$ cat config.mk
export PLATFORM = sky130hd
export DESIGN_NAME = fse_flash_self_erase_write
export DESIGN_NICKNAME = d
export VERILOG_FILES = /design/src/rtl/fse_pkg.sv /design/src/rtl/fse_flash_self_erase_write.sv
export SDC_FILE = /design/constraint.sdc
export NUM_CORES = 1
export LEC_CHECK = 0
export BUFFER_PORTS_ARGS = -buffer_cell sky130_fd_sc_hd__buf_2
export CAP_MARGIN = 20
export CORE_MARGIN = 4
export CORE_UTILIZATION = 50
export CTS_CLUSTER_DIAMETER = 120
export CTS_CLUSTER_SIZE = 12
export DETAILED_ROUTE_END_ITERATION = 8
export GPL_TIMING_DRIVEN = 1
export PLACE_DENSITY = 0.71
export REMOVE_ABC_BUFFERS = 1
export SYNTH_ARGS = -nofsm -noshare
export SYNTH_HDL_FRONTEND = slang
export SYNTH_SLANG_ARGS = --single-unit
$ cat constraint.sdc
create_clock -name i_mclk -period 3 [get_ports i_mclk]
set_clock_uncertainty 0.2 [all_clocks]
set_input_delay 0.3 -clock i_mclk [delete_from_list [all_inputs] [get_ports i_mclk]]
set_output_delay 0.3 -clock i_mclk [all_outputs]
set_load 0.05 [all_outputs]
$ cat src/rtl/fse_pkg.sv
// Purpose: shared constants and types for the flash self erase/write block
// Assumes: 32-bit AHB-Lite register words, 125 MHz core clock
// Notes: offsets are byte addresses
`default_nettype none
package fse_pkg;
    localparam logic [7:0] OFS_ADDR_LOW = 8'h00;
    localparam logic [7:0] OFS_ADDR_HIGH = 8'h04;
    localparam logic [7:0] OFS_DATA_LOW = 8'h08;
    localparam logic [7:0] OFS_DATA_HIGH = 8'h0C;
    localparam logic [7:0] OFS_CONTROL = 8'h10;
    localparam logic [7:0] OFS_UNLOCK = 8'h14;
    localparam logic [7:0] OFS_STATUS = 8'h18;
    // control bit positions
    localparam int BIT_TRIGGER = 1;
    localparam int BIT_PERMIT = 2;
    localparam int BIT_ERROR = 3;
    localparam int BIT_ERASE = 4;
    localparam int BIT_SPACE = 7;
    localparam logic [7:0] KEY_FIRST = 8'h55;
    localparam logic [7:0] KEY_SECOND = 8'hAA;
    localparam logic [13:0] BUF_ERASED = 14'h3FFF;
    localparam int ROW_WORDS = 32;
    localparam int BLOCK_WORDS = 4;
    localparam int CLK_MHZ = 125;
    localparam int PROG_TIME_US = 2000;
    localparam int PROG_CYCLES = PROG_TIME_US * CLK_MHZ;
    localparam int PWRT_TIME_US = 72000;
    localparam int PWRT_CYCLES = PWRT_TIME_US * CLK_MHZ;
    localparam int SETUP_CYCLES = 2;
    typedef enum logic [1:0] {
        KEY_IDLE = 2'b00,
        KEY_GOT1 = 2'b01,
        KEY_GOT2 = 2'b10
    } fse_key_type;
    typedef enum logic [1:0] {
        ST_IDLE = 2'b00,
        ST_SETUP = 2'b01,
        ST_BUSY = 2'b10
    } fse_state_type;
    typedef struct packed {
        logic space;
        logic erase;
        logic permit;
        logic trigger;
        logic error;
    } fse_ctrl_type;
    typedef struct packed {
        logic erase;
        logic [12:0] addr;
        logic [4*14-1:0] data;
    } fse_flash_req_type;
endpackage
`default_nettype wire

$ cat src/rtl/fse_flash_self_erase_write.sv
// Summary of operation
// - erase always clears a whole 32-word row
// - row picked by upper 8 address bits
// - start only after 55h, AAh, then trigger
// - two setup cycles after trigger for erase
// - core stalls about 2 ms, clocks keep running
// - write only where protect config allows
// - writes are aligned four-word blocks
// - four 14-bit buffers selected by address[1:0]
// - short write fills buffer, trigger clears
// - last word loads buffer and programs block
// - buffers return to 3FFF after long write
// - write permit cleared at power-up
// - no write during 72 ms power-up timer
// - trigger refused unless permit already set
// - started write completes despite permit clear
// - key and trigger needed for every operation
//
// Purpose: self erase/write sequencer for on-chip program flash
// Assumes: AHB-Lite slave, single word transfers, zero wait states
// Notes: flash array itself sits outside; o_flash_* drive it
//
// Our own choices: the AHB-Lite interface to the registers and the placing of the registers.
`default_nettype none
module fse_flash_self_erase_write #(
    parameter int PROG_CYC = fse_pkg::PROG_CYCLES,
    parameter int PWRT_CYC = fse_pkg::PWRT_CYCLES
) (
    input wire logic i_mclk,
    input wire logic i_rst_n,
    input wire logic i_hsel,
    input wire logic [31:0] i_haddr,
    input wire logic [1:0] i_htrans,
    input wire logic i_hwrite,
    input wire logic [2:0] i_hsize,
    input wire logic [31:0] i_hwdata,
    input wire logic i_hready,
    output logic [31:0] o_hrdata,
    output logic o_hreadyout,
    output logic o_hresp,
    input wire logic [1:0] i_write_protect_config,
    input wire logic [12:0] i_protect_limit,
    output logic o_core_stall,
    output logic o_skip_instr,
    output logic o_flash_start,
    output fse_pkg::fse_flash_req_type o_flash_req
);
    fse_pkg::fse_ctrl_type ctrl_r;
    fse_pkg::fse_key_type key_r;
    fse_pkg::fse_state_type state_r;
    logic [7:0] addr_low_r;
    logic [4:0] addr_high_r;
    logic [7:0] data_low_r;
    logic [5:0] data_high_r;
    logic [13:0] buf_r [fse_pkg::BLOCK_WORDS];
    logic [31:0] cnt_r;
    logic [31:0] pwrt_r;
    logic pwrt_done_r;
    logic long_r;
    logic wr_pend_r;
    logic [7:0] wr_ofs_r;
    logic [31:0] rdata_nxt;
    logic wr_now;
    logic [12:0] full_addr;
    logic allowed;
    logic go;
    logic is_long;

    assign wr_now = wr_pend_r;
    assign full_addr = {addr_high_r, addr_low_r};

    // protected region: config 00 none, else below a limit
    always_comb begin
        case (i_write_protect_config)
            2'b00: allowed = 1'b1;
            default: allowed = full_addr >= i_protect_limit;
        endcase
    end

    // trigger accepted only from the unlocked state with permit held
    assign go = wr_now && wr_ofs_r == fse_pkg::OFS_CONTROL
        && i_hwdata[fse_pkg::BIT_TRIGGER] && key_r == fse_pkg::KEY_GOT2
        && ctrl_r.permit && pwrt_done_r && state_r == fse_pkg::ST_IDLE;
    assign is_long = ctrl_r.erase || addr_low_r[1:0] == 2'b11;

    // address phase capture; writes land one cycle later
    always_ff @(posedge i_mclk or negedge i_rst_n) begin
        if (!i_rst_n) begin
            wr_pend_r <= 1'b0;
            wr_ofs_r <= 8'h00;
        end else if (i_hready) begin
            wr_pend_r <= i_hsel && i_htrans[1] && i_hwrite;
            wr_ofs_r <= i_haddr[7:0];
        end
    end

    always_comb begin
        rdata_nxt = 32'h0000_0000;
        case (i_haddr[7:0])
            fse_pkg::OFS_ADDR_LOW: rdata_nxt[7:0] = addr_low_r;
            fse_pkg::OFS_ADDR_HIGH: rdata_nxt[4:0] = addr_high_r;
            fse_pkg::OFS_DATA_LOW: rdata_nxt[7:0] = data_low_r;
            fse_pkg::OFS_DATA_HIGH: rdata_nxt[5:0] = data_high_r;
            fse_pkg::OFS_CONTROL: begin
                rdata_nxt[fse_pkg::BIT_SPACE] = ctrl_r.space;
                rdata_nxt[fse_pkg::BIT_ERASE] = ctrl_r.erase;
                rdata_nxt[fse_pkg::BIT_ERROR] = ctrl_r.error;
                rdata_nxt[fse_pkg::BIT_PERMIT] = ctrl_r.permit;
                rdata_nxt[fse_pkg::BIT_TRIGGER] = ctrl_r.trigger;
            end
            fse_pkg::OFS_STATUS: begin
                rdata_nxt[0] = o_core_stall;
                rdata_nxt[1] = pwrt_done_r;
                rdata_nxt[3:2] = key_r;
            end
            default: rdata_nxt = 32'h0000_0000;
        endcase
    end

    // zero wait states: answer always ready and okay
    always_ff @(posedge i_mclk or negedge i_rst_n) begin
        if (!i_rst_n) begin
            o_hrdata <= 32'h0000_0000;
            o_hreadyout <= 1'b1;
            o_hresp <= 1'b0;
        end else begin
            o_hreadyout <= 1'b1;
            o_hresp <= 1'b0;
            if (i_hready && i_hsel && i_htrans[1] && !i_hwrite) begin
                o_hrdata <= rdata_nxt;
            end
        end
    end

    always_ff @(posedge i_mclk or negedge i_rst_n) begin
        if (!i_rst_n) begin
            addr_low_r <= 8'h00;
            addr_high_r <= 5'h00;
            data_low_r <= 8'h00;
            data_high_r <= 6'h00;
        end else if (wr_now) begin
            case (wr_ofs_r)
                fse_pkg::OFS_ADDR_LOW: addr_low_r <= i_hwdata[7:0];
                fse_pkg::OFS_ADDR_HIGH: addr_high_r <= i_hwdata[4:0];
                fse_pkg::OFS_DATA_LOW: data_low_r <= i_hwdata[7:0];
                fse_pkg::OFS_DATA_HIGH: data_high_r <= i_hwdata[5:0];
                default: ;
            endcase
        end
    end

    // unlock tracker; any other write drops back to idle
    always_ff @(posedge i_mclk or negedge i_rst_n) begin
        if (!i_rst_n) begin
            key_r <= fse_pkg::KEY_IDLE;
        end else if (wr_now) begin
            if (wr_ofs_r == fse_pkg::OFS_UNLOCK
                    && i_hwdata[7:0] == fse_pkg::KEY_FIRST) begin
                key_r <= fse_pkg::KEY_GOT1;
            end else if (wr_ofs_r == fse_pkg::OFS_UNLOCK
                    && i_hwdata[7:0] == fse_pkg::KEY_SECOND
                    && key_r == fse_pkg::KEY_GOT1) begin
                key_r <= fse_pkg::KEY_GOT2;
            end else begin
                key_r <= fse_pkg::KEY_IDLE;
            end
        end
    end

    // control register; permit cleared at reset
    always_ff @(posedge i_mclk or negedge i_rst_n) begin
        if (!i_rst_n) begin
            ctrl_r <= '0;
        end else begin
            if (wr_now && wr_ofs_r == fse_pkg::OFS_CONTROL) begin
                ctrl_r.space <= i_hwdata[fse_pkg::BIT_SPACE];
                ctrl_r.erase <= i_hwdata[fse_pkg::BIT_ERASE];
                ctrl_r.permit <= i_hwdata[fse_pkg::BIT_PERMIT];
                if (!i_hwdata[fse_pkg::BIT_ERROR]) begin
                    ctrl_r.error <= 1'b0;
                end
            end
            if (go && !(ctrl_r.space && allowed)) begin
                ctrl_r.error <= 1'b1;
            end
            if (go && ctrl_r.space && allowed) begin
                ctrl_r.trigger <= 1'b1;
            end else if (state_r == fse_pkg::ST_IDLE) begin
                ctrl_r.trigger <= 1'b0;
            end else if (state_r == fse_pkg::ST_BUSY
                    && cnt_r == 32'd1) begin
                ctrl_r.trigger <= 1'b0;
            end
        end
    end

    // power-up timer gates every start
    always_ff @(posedge i_mclk or negedge i_rst_n) begin
        if (!i_rst_n) begin
            pwrt_r <= 32'd0;
            pwrt_done_r <= 1'b0;
        end else if (!pwrt_done_r) begin
            pwrt_r <= pwrt_r + 32'd1;
            pwrt_done_r <= pwrt_r >= 32'(PWRT_CYC - 1);
        end
    end

    // sequencer; permit is not looked at once running
    always_ff @(posedge i_mclk or negedge i_rst_n) begin
        if (!i_rst_n) begin
            state_r <= fse_pkg::ST_IDLE;
            cnt_r <= 32'd0;
            long_r <= 1'b0;
        end else begin
            case (state_r)
                fse_pkg::ST_IDLE: begin
                    if (go && ctrl_r.space && allowed && is_long) begin
                        state_r <= fse_pkg::ST_SETUP;
                        cnt_r <= 32'(fse_pkg::SETUP_CYCLES - 1);
                        long_r <= !ctrl_r.erase;
                    end
                end
                fse_pkg::ST_SETUP: begin
                    if (cnt_r == 32'd0) begin
                        state_r <= fse_pkg::ST_BUSY;
                        cnt_r <= 32'(PROG_CYC);
                    end else begin
                        cnt_r <= cnt_r - 32'd1;
                    end
                end
                fse_pkg::ST_BUSY: begin
                    if (cnt_r == 32'd1) begin
                        state_r <= fse_pkg::ST_IDLE;
                        cnt_r <= 32'd0;
                    end else begin
                        cnt_r <= cnt_r - 32'd1;
                    end
                end
                default: state_r <= fse_pkg::ST_IDLE;
            endcase
        end
    end

    // holding buffers, one per word of the block
    for (genvar g = 0; g < fse_pkg::BLOCK_WORDS; g++) begin : g_buf
        always_ff @(posedge i_mclk or negedge i_rst_n) begin
            if (!i_rst_n) begin
                buf_r[g] <= fse_pkg::BUF_ERASED;
            end else if (go && ctrl_r.space && allowed && !ctrl_r.erase
                    && addr_low_r[1:0] == 2'(g)) begin
                buf_r[g] <= {data_high_r, data_low_r};
            end else if (state_r == fse_pkg::ST_BUSY && cnt_r == 32'd1
                    && long_r) begin
                buf_r[g] <= fse_pkg::BUF_ERASED;
            end
        end
    end

    // flash command outputs and core stall
    always_ff @(posedge i_mclk or negedge i_rst_n) begin
        if (!i_rst_n) begin
            o_core_stall <= 1'b0;
            o_skip_instr <= 1'b0;
            o_flash_start <= 1'b0;
            o_flash_req <= '0;
        end else begin
            o_skip_instr <= state_r == fse_pkg::ST_SETUP;
            o_core_stall <= state_r == fse_pkg::ST_BUSY
                && cnt_r != 32'd1;
            o_flash_start <= state_r == fse_pkg::ST_SETUP
                && cnt_r == 32'd0;
            if (state_r == fse_pkg::ST_SETUP && cnt_r == 32'd0) begin
                o_flash_req.erase <= !long_r;
                // erase: row by upper 8 bits; write: aligned block
                o_flash_req.addr <= long_r
                    ? {full_addr[12:2], 2'b00}
                    : {full_addr[12:5], 5'b00000};
                o_flash_req.data <= {buf_r[3], buf_r[2], buf_r[1], buf_r[0]};
            end
        end
    end
endmodule
`default_nettype wire

==> impl_metrics.yaml, run 1 <==
timing:
  finalHoldViolations: 0
  slew_violations: 0
  setup_violations: 0
  relSlewSlack_pct: 49.72
  post-route-period-util_pct: 96.76
  tightest_slew_ps: 754.1
  rsz0062_at_grt: "no"
  fin_tns_setup_ps: 0
  min_period_ps: 2903
  max_freq_ghz: 0.3445
  holdWs_ps: 45.86
placement:
  port_buffers: 115
  dp_cells: 1525
  place.gp.congestion: 0.8929
  place_area_sq_mm: 0.01261
  dp.final_hpwl_um: 19260
pwr:
  seq_power_share_pct: 52.2
  cellLeakagePower_nw: 6.723
  intPower_w: 0.004992
  pwr-share-comb_pct: 5.9
  pwr-share-clk_pct: 41.9
  power_density_mw_per_mm2: 480.4
  p_sw_w: 0.001533
  switching_share_pct: 23.49
  worst_ir_drop_vdd_v: 0.0003255
global_routing:
  grt_pass1_vias: 8979
  grt.total_usage_pct: 21.79
  antenna_found_initial: 1
  grt_pass1_wl_um: 46370
  grt_max_degree: 99
  grt_overflow_total: 0
worst_setup_path:
  path_buf_inv: 3
  cp.required_ps: 3190
  crit_family: "compound AO/OA/AOI/OAI gates"
  crit_chain: "ha_1, buf_4, a22o_1, nor4_1, o211ai_1, o211ai_1, buf_4, a21oi_4, buf_12, a221o_1"
  critPathMaxStageDelay_ps: 390
  cp-end-kind: "register"
  cpMaxStageDelayCell: "dfrtp_1"
  critPathArrivalTime_ps: 3090
  crit_fanout: 15
  start_kind: "register"
  critPathKind: "reg -> reg"
route:
  viasPerCell: 5.616
  drt_pass1_iterations: 5
  drt_iter0_markers: 654
  wl_per_cell_um: 17.67
  ant_nets: 0
  routed_wl_um: 28150
  vias: 8946
  drc: 0
synth:
  yosysSeqAreaShare_pct: 54.06
  ys_warn_count: 0
  synthDistinctLibCells: 73
  avgSynthCellArea_sq_um: 10.32
  synth_ff_type: "dfrtp_1"
  syn_area_sq_mm: 0.01152
  ys_ff_latch: 246
  synth_edf_count: 0
  synthArstFlopShare_pct: 100.0
  synth_cells: 1116
floorplan:
  die_y_um: 159.8
  core_sq_mm: 0.02264
  die_area_sq_mm: 0.02552
  ioPinCount: 196
  die_w_um: 159.8
  rows: 55
  initial_utilization_pct: 50.86
cts:
  cts_root_buf: "clkbuf_16"
  cts_buffers: 24
  clk_latency_ps: 530
  h-tree-depth: 1
  clk_path_buf_depth: 3
  cts_tree: "built"
  clkSinkCount: 246
  clkTransAtPathRegs_ps: 70
min_path:
  hold_class: "in -> reg"
finish:
  stdcell_count: 1593
  nNetsFinal: 1399
  stdcell_area_sq_mm: 0.01358
  drive_above_1_share_pct: 24.41
  final_core_util_pct: 59.99
  area_growth_pct: 17.95
job:
  cap_viol_max_count: 0
run_status:
  status: "complete, no violations"
[registers in the layout, indices dropped and copies added, names as in the netlist]
name,flops
o_flash_req,68
buf_r,56
cnt_r,32
pwrt_r,32
addr_low_r,8
data_low_r,8
o_hrdata,8
wr_ofs_r,8
data_high_r,6
addr_high_r,5
ctrl_r,5
key_r,2
state_r,2
long_r,1
o_core_stall,1
o_flash_start,1
o_skip_instr,1
pwrt_done_r,1
wr_now,1
[cells in the final DEF, fill, tap and decap left out, drive strengths merged, types with 28 or more instances in the layout]
cell type  count
inv           33
dfrtp        190
nor2          96
buf          174
o22a          33
nand2        240
conb          28
dfstp         56
mux2          39
clkbuf        41
a21oi         49
[layout make-up]
cell class,instances,area [sq um]
antenna,1,2.502
clock buffer,41,664.4
clock inverter,2,25.02
fill,1902,9057
inverter,34,127.6
multi-input combinational,791,4858
sequential,246,6226
tap,285,356.6
timing repair buffer,193,1323
[repair_timing]
action | 4_1_cts | 5_1_grt
resized for setup | 2 | 3
hold buffers | 19 | 0
pin swaps | 2 | 1
endpoints found under the hold margin | 109 | 0
buffers inserted | 1 | 4
endpoints found under the setup margin | 29 | 45
[cell usage after synthesis, drive strengths merged (14+ instances only)]
library cell,instances,share of area (%)
nand2,240,7.8
dfrtp,190,41
nor2,96,3.1
dfstp,56,13
a21oi,49,2.2
buf,48,3.1
mux2,39,3.8
inv,33,1.1
o22a,33,2.5
nand3,25,1.1
clkbuf,23,0.75
o21ai,23,1.0
nor3,22,0.96
xnor2,21,1.6
ha,20,2.2
a22o,17,1.3
nor4,14,1.0
[metrics by stage]
| step | power (W) | worst slack, ps |
|---|---|---|
| finish | 0.006525 | 97.25 |
| CTS | 0.006589 | 29.69 |
| floorplan | 0.003634 | -1153 |
| global placement | 0.003822 | -1.901 |
| detailed placement | 0.003830 | -169.8 |
| global route | 0.006774 | 16.52 |
[cell families after synthesis]
group,after synthesis,share of synthesized area (%)
DFF,246,54.06
xor gates and xnor gates,31,2.358
buffers and inverters,105,4.922
AOI/OAI and AO/OA,200,13.46
muxes,46,4.422
adders and majority gates,20,2.173
other,2,0.06521
and+or+nand+nor,466,18.54
[power by group through the flow]
stage	logic [W]	clock network [W]	registers [W]
final	0.000387	0.00273	0.00341
after global routing	0.000426	0.00294	0.00341
after CTS	0.000390	0.00279	0.00341
after detailed placement	0.000367	0	0.00346
after floorplan	0.000179	0	0.00345
after global placement	0.000360	0	0.00346
[worst paths after layout]
path                            slack [ps]           start  depth (start not counted)              end
max in group asynchronous             1530         i_rst_n                          3        buf_r[16]
worst max-delay path                   100  addr_high_r[4]                         10         cnt_r[9]
worst max register to register         100  addr_high_r[4]                         10         cnt_r[9]
worst min register to register         260      pwrt_r[31]                          1       pwrt_r[31]
worst min-delay path                    50        i_hready                          2      wr_ofs_r[2]
min in group asynchronous              220         i_rst_n                          2  o_flash_req[26]
[layer usage]
metal	track usage, %	wire, um	up-vias
met5	0	0	-
met4	5.799	742	0
met3	3.561	1420	57
met2	36.75	13580	234
met1	29.50	12400	4443
li1	-	-	4212
(Power assumes the default switching activity.)
==> run 2, diff against run 1 <==
--- a/config.mk
+++ b/config.mk
@@ -5,15 +5,14 @@
 export SDC_FILE = /design/constraint.sdc
 export NUM_CORES = 1
 export LEC_CHECK = 0
-export BUFFER_PORTS_ARGS = -buffer_cell sky130_fd_sc_hd__buf_2
 export CAP_MARGIN = 20
-export CORE_MARGIN = 4
 export CORE_UTILIZATION = 50
 export CTS_CLUSTER_DIAMETER = 120
 export CTS_CLUSTER_SIZE = 12
 export DETAILED_ROUTE_END_ITERATION = 8
-export GPL_TIMING_DRIVEN = 1
-export PLACE_DENSITY = 0.71
+export DONT_BUFFER_PORTS = 1
+export GPL_TIMING_DRIVEN = 0
+export PLACE_DENSITY = 0.64
 export REMOVE_ABC_BUFFERS = 1
 export SYNTH_ARGS = -nofsm -noshare
 export SYNTH_HDL_FRONTEND = slang
==> impl_metrics.yaml, run 2 (synthesis results as in run 1) <==
timing:
  slew_violations: 0
  min_period_ps: 2971
  relSlewSlack_pct: 44.38
  setup_violations: 0
  tightest_slew_ps: 834.3
  post-route-period-util_pct: 99.04
  fin_tns_setup_ps: 0
  max_freq_ghz: 0.3366
  holdWs_ps: -732.6
  finalHoldViolations: 246
worst_setup_path:
  critPathKind: "reg -> reg"
  crit_fanout: 7
  cp-end-kind: "register"
  critPathMaxStageDelay_ps: 690
  cp.required_ps: 3250
  critPathArrivalTime_ps: 3230
  path_buf_inv: 2
  crit_family: "simple AND/OR/NAND/NOR gates"
  crit_chain: "ha_1, and3_1, nand4_1, o211ai_1, buf_4, buf_4, o211ai_1, or4_4, o22a_1"
  cpMaxStageDelayCell: "or4_4"
  start_kind: "register"
cts:
  cts_tree: "built"
  cts_buffers: 24
  clk_latency_ps: 530
  clkTransAtPathRegs_ps: 70
  clk_path_buf_depth: 3
  cts_root_buf: "clkbuf_16"
  clkSinkCount: 246
  holdBufCountCts: 18
  h-tree-depth: 1
pwr:
  power_density_mw_per_mm2: 495.9
  cellLeakagePower_nw: 6.087
  worst_ir_drop_vdd_v: 0.0003232
route:
  drt_pass1_iterations: 5
  vias: 8442
  drc: 0
  routed_wl_um: 28670
  wl_per_cell_um: 19.65
  ant_nets: 0
  viasPerCell: 5.786
  drt_iter0_markers: 631
placement:
  place_area_sq_mm: 0.01164
  dp_cells: 1361
  port_buffers: 0
  place.gp.congestion: 0.8271
  dp.final_hpwl_um: 17400
finish:
  drive_above_1_share_pct: 17.46
  nFillCells: 1919
  final_core_util_pct: 57.79
  num_antenna_cells: 0
  largest_reg_flops: 68
  largest_register: "o_flash_req"
  reg_top3: "o_flash_req: 68 flops, buf_r: 56 flops"
  multiInputGateArea_sq_mm: 0.005107
  final_cell_mix: "nand2_1, dfrtp_1, nor2_1"
  stdcell_count: 1459
  final_common_cell: "nand2_1"
  area_growth_pct: 13.62
  stdcell_area_sq_mm: 0.01309
  nNetsFinal: 1265
  register_area_sq_mm: 0.006228
floorplan:
  rows: 55
  core_sq_mm: 0.02264
  die_w_um: 153.8
  die_y_um: 153.8
  initial_utilization_pct: 50.86
  ioPinCount: 196
  die_area_sq_mm: 0.02364
global_routing:
  grt_pass1_vias: 7963
  grt_pass1_wl_um: 44260
  antenna_found_initial: 0
  grt_overflow_total: 0
  grt_max_degree: 247
  grt.total_usage_pct: 23.59
job:
  cap_viol_max_count: 0
run_status:
  violations: "negative hold slack"
  status: "complete, but fails checks"
min_path:
  hold_class: "in -> async"
## run 2: metal layers
layer	up-vias	global-route usage [%]	part of all wire, %
li1	3954	-	-
met1	4226	33.09	45
met2	227	37.71	47
met3	35	4.510	5.5
met4	0	6.000	2.0
met5	-	0	0
## run 2: timing repair
item                                   CTS  global route
resized for setup                       22            22
endpoints found under the hold margin  289           246
buffers inserted                        14            18
setup endpoints to repair              153           114
gates cloned                             1             3
pin swaps                                8            11
## run 2: worst paths after layout
check                               from               to  slack [ps]  cells after the start
min in group i_mclk          i_hwdata[5]         key_r[1]          40                      4
max in group asynchronous        i_rst_n        buf_r[15]        3000                      0
setup reg to reg           addr_low_r[6]        buf_r[51]          30                      9
hold reg to reg               pwrt_r[31]       pwrt_r[31]         270                      1
hold / removal                   i_rst_n  o_flash_req[67]        -730                      0
setup / recovery           addr_low_r[6]        buf_r[51]          30                      9
## run 2: cell type report
cell class / instances / area share, %
Clock buffer: 42 / 5.106
Clock inverter: 2 / 0.1912
Inverter: 34 / 1.176
Multi-Input combinational cell: 795 / 39.03
Sequential cell: 246 / 47.60
Tap cell: 285 / 2.725
Timing Repair Buffer: 55 / 4.169
## run 2: through the flow
stage | hold WS, ps | total power [W] | setup slack (ps)
floorplan | -195.6 | 0.003634 | -1153
global placement | -186.5 | 0.003670 | -3208
detailed placement | -187.3 | 0.003679 | -1308
CTS | -747.1 | 0.006515 | 5.751
global route | -745.0 | 0.006702 | -37.95
finish | -732.6 | 0.006489 | 28.77
## run 2: power breakdown
group | switching, W | total (W) | leakage (nW) | internal, W
combinational | 0.000174 | 0.000275 | 2.63 | 0.000101
clock | 0.00128 | 0.00279 | 0.328 | 0.00151
sequential | 0.0000679 | 0.00343 | 3.12 | 0.00336
## run 2: worst register-to-register path, stage by stage (launching register included)
cell and delay, ps:
dfrtp_2 460, ha_1 310, and3_1 200, nand4_1 150
o211ai_1 120, buf_4 190, buf_4 130, o211ai_1 210
or4_4 690, o22a_1 240
==> run 3, diff against run 2 <==
--- a/config.mk
+++ b/config.mk
@@ -5,14 +5,15 @@
 export SDC_FILE = /design/constraint.sdc
 export NUM_CORES = 1
 export LEC_CHECK = 0
+export ABC_AREA = 1
 export CAP_MARGIN = 20
-export CORE_UTILIZATION = 50
+export CORE_UTILIZATION = 55
 export CTS_CLUSTER_DIAMETER = 120
 export CTS_CLUSTER_SIZE = 12
 export DETAILED_ROUTE_END_ITERATION = 8
 export DONT_BUFFER_PORTS = 1
 export GPL_TIMING_DRIVEN = 0
-export PLACE_DENSITY = 0.64
+export PLACE_DENSITY = 0.69
 export REMOVE_ABC_BUFFERS = 1
 export SYNTH_ARGS = -nofsm -noshare
 export SYNTH_HDL_FRONTEND = slang
==> impl_metrics.yaml, run 3 <==
run_status:
  status: "complete, but fails checks"
  violations: "design-rule violations, negative hold slack"
worst_setup_path:
  crit_chain: "ha_1, nand2_1, nor2_1, nand2_1, nand3_1, nand2_1, nand4_1, inv_1, nor2_4, buf_12, nand4_1, nand2_1, nand2_1"
  path_common_cell: "nand2_1"
  start_kind: "register"
  cp.required_ps: 3240
  r2r_cells: 13
  critPathArrivalTime_ps: 3040
  cp-end-kind: "register"
  cpMaxStageDelayCell: "dfrtp_1"
  crit_fanout: 49
  critPathMaxStageDelay_ps: 460
  critPathKind: "reg -> reg"
synth:
  syn_area_sq_mm: 0.01245
  yosys.area.top_type: "dfrtp_1"
  synth_area_leaders: "dfrtp_1, nand2_1, dfstp_2"
  synthDistinctLibCells: 40
  synth_cells: 1547
  yosysMostFrequentCell: "nand2_1"
  avgSynthCellArea_sq_um: 8.045
  ys_ff_latch: 246
  synth_edf_count: 0
  yosysSeqAreaShare_pct: 50.03
  synthTopCellsByCount: "nand2_1, dfrtp_1, inv_1, nand3_1, nor2_1"
  ys_warn_count: 0
  synthArstFlopShare_pct: 100.0
  synth_ff_type: "dfrtp_1"
  synth_top_area_share_pct: 38.20
cts:
  holdBufCountCts: 21
  cts_tree: "built"
  cts_root_buf: "clkbuf_16"
  clkTransAtPathRegs_ps: 70
  h-tree-depth: 1
  clk_latency_ps: 530
  clkSinkCount: 246
  clk_path_buf_depth: 3
  cts_buffers: 24
finish:
  final_common_cell: "nand2_1"
  nNetsFinal: 1650
  largest_reg_flops: 68
  num_antenna_cells: 0
  final_cell_mix: "nand2_1, dfrtp_1, inv_1"
  area_growth_pct: 8.465
  largest_register: "o_flash_req"
  drive_above_1_share_pct: 8.339
  stdcell_area_sq_mm: 0.01350
  reg_top3: "o_flash_req: 68 flops, buf_r: 56 flops"
route:
  ant_nets: 0
  wl_per_cell_um: 15.97
  drt_pass1_iterations: 9
  drc: 8
  drt_iter0_markers: 856
  viasPerCell: 5.443
  routed_wl_um: 29370
  vias: 10009
pwr:
  switching_share_pct: 23.57
  worst_ir_drop_vdd_v: 0.0003683
  power_density_mw_per_mm2: 479.0
  p_sw_w: 0.001524
  seq_power_share_pct: 52.9
  pwr-share-comb_pct: 4.6
  pwr-share-clk_pct: 42.5
  intPower_w: 0.004942
  cellLeakagePower_nw: 6.824
  finalPower_w: 0.006466
floorplan:
  rows: 54
  ioPinCount: 196
  initial_utilization_pct: 56.50
  die_y_um: 152.4
  core_sq_mm: 0.02203
  die_w_um: 152.4
  die_area_sq_mm: 0.02323
timing:
  tightest_slew_ps: 999.0
  max_freq_ghz: 0.3569
  slew_violations: 0
  rsz0062_at_grt: "no"
  holdWs_ps: -732.6
  min_period_ps: 2802
  setup_violations: 0
  worst_slack_ps: 198.4
  post-route-period-util_pct: 93.39
  finalHoldViolations: 246
  relSlewSlack_pct: 33.15
placement:
  pre_cts_slack_ps: -428.2
  dp.final_hpwl_um: 19560
  port_buffers: 0
  place_area_sq_mm: 0.01251
  place.gp.congestion: 0.8901
global_routing:
  grt_pass1_wl_um: 48910
  grt_overflow_total: 0
  antenna_found_initial: 0
  grt_pass1_vias: 9749
  grt_max_degree: 247
  grt.total_usage_pct: 25.46
job:
  cap_viol_max_count: 0
min_path:
  hold_class: "in -> async"
-- run 3: changes by cell type after synthesis, moves of 20 or more --
cell | before | now
o21ai_0 | 21 | 59
mux2_2 | 39 | 2
nand4_1 | 8 | 81
a21oi_1 | 48 | 19
inv_1 | 32 | 133
o22a_1 | 33 | 0
nand2_1 | 240 | 519
nor2_1 | 96 | 116
xor2_1 | 10 | 38
nand3_1 | 24 | 120
-- run 3: final cells by class --
type | instances | area (sq um)
fillers | 1972 | 8527
clock inverters | 2 | 25.02
repair buffers | 31 | 357.8
flip-flops and latches | 246 | 6226
well taps | 280 | 350.3
inverters | 136 | 514.2
clock buffers | 42 | 668.1
multi-input cells | 1102 | 5358
-- run 3: metal layers --
layer / vias to the layer above / track usage (%) / part of all wire, %
met5: - / 0 / 0
met4: 0 / 8.466 / 3.0
met3: 54 / 3.555 / 4.5
met2: 260 / 42.09 / 47
met1: 4773 / 34.72 / 45
li1: 4922 / - / -
-- run 3: cell families after synthesis --
kind of cell	share of synthesized area (%)
multiplexers	0.1809
buffers and inverters	8.163
other	0.06034
XOR/XNOR	3.800
AO/OA/AOI/OAI	4.544
AND/OR/NAND/NOR	31.22
flip-flops	50.03
adder cells (fa/ha/maj)	2.011
-- run 3: worst paths after layout --
check,from,endpoint,slack (ps)
max,addr_low_r[4],buf_r[1],200
max reg2reg,addr_low_r[4],buf_r[1],200
min in group i_mclk,i_haddr[3],o_hrdata[6],80
min,i_rst_n,o_flash_req[21],-730
min reg2reg,data_low_r[7],data_low_r[7],280
max in group asynchronous,i_rst_n,buf_r[1],2930
-- run 3: power by group through the flow --
stage / logic, W / clock network [W] / registers, W
finish: 0.000298 / 0.00275 / 0.00342
global route: 0.000326 / 0.00291 / 0.00342
CTS: 0.000292 / 0.00282 / 0.00342
detailed placement: 0.000260 / 0 / 0.00348
global placement: 0.000251 / 0 / 0.00348
floorplan: 0.000208 / 0 / 0.00347
-- run 3: per-stage QoR --
step | setup TNS [ps] | cells | util, %
2_1_floorplan | -32230 | 1483 | -
3_3_place_gp | -168670 | 1763 | 56.25
3_5_place_dp | -12950 | 1768 | 56.81
4_1_cts | 0 | 1833 | 61.00
5_1_grt | 0 | 1839 | 61.29
6_report | 0 | 1839 | 61.29
-- run 3: what timing repair did --
item	4_1_cts	5_1_grt
endpoints found under the hold margin	291	246
endpoints found under the setup margin	32	78
cloned	0	1
setup buffers	0	2
resized for setup	3	3
pin swaps	0	3
-- run 3: critical path, delay by kind of cell, from the launching register on --
family	cells	cell delay, ps
buffers and inverters	2	420
and+or+nand+nor	10	1240
DFF	1	460
adders and majority gates	1	380
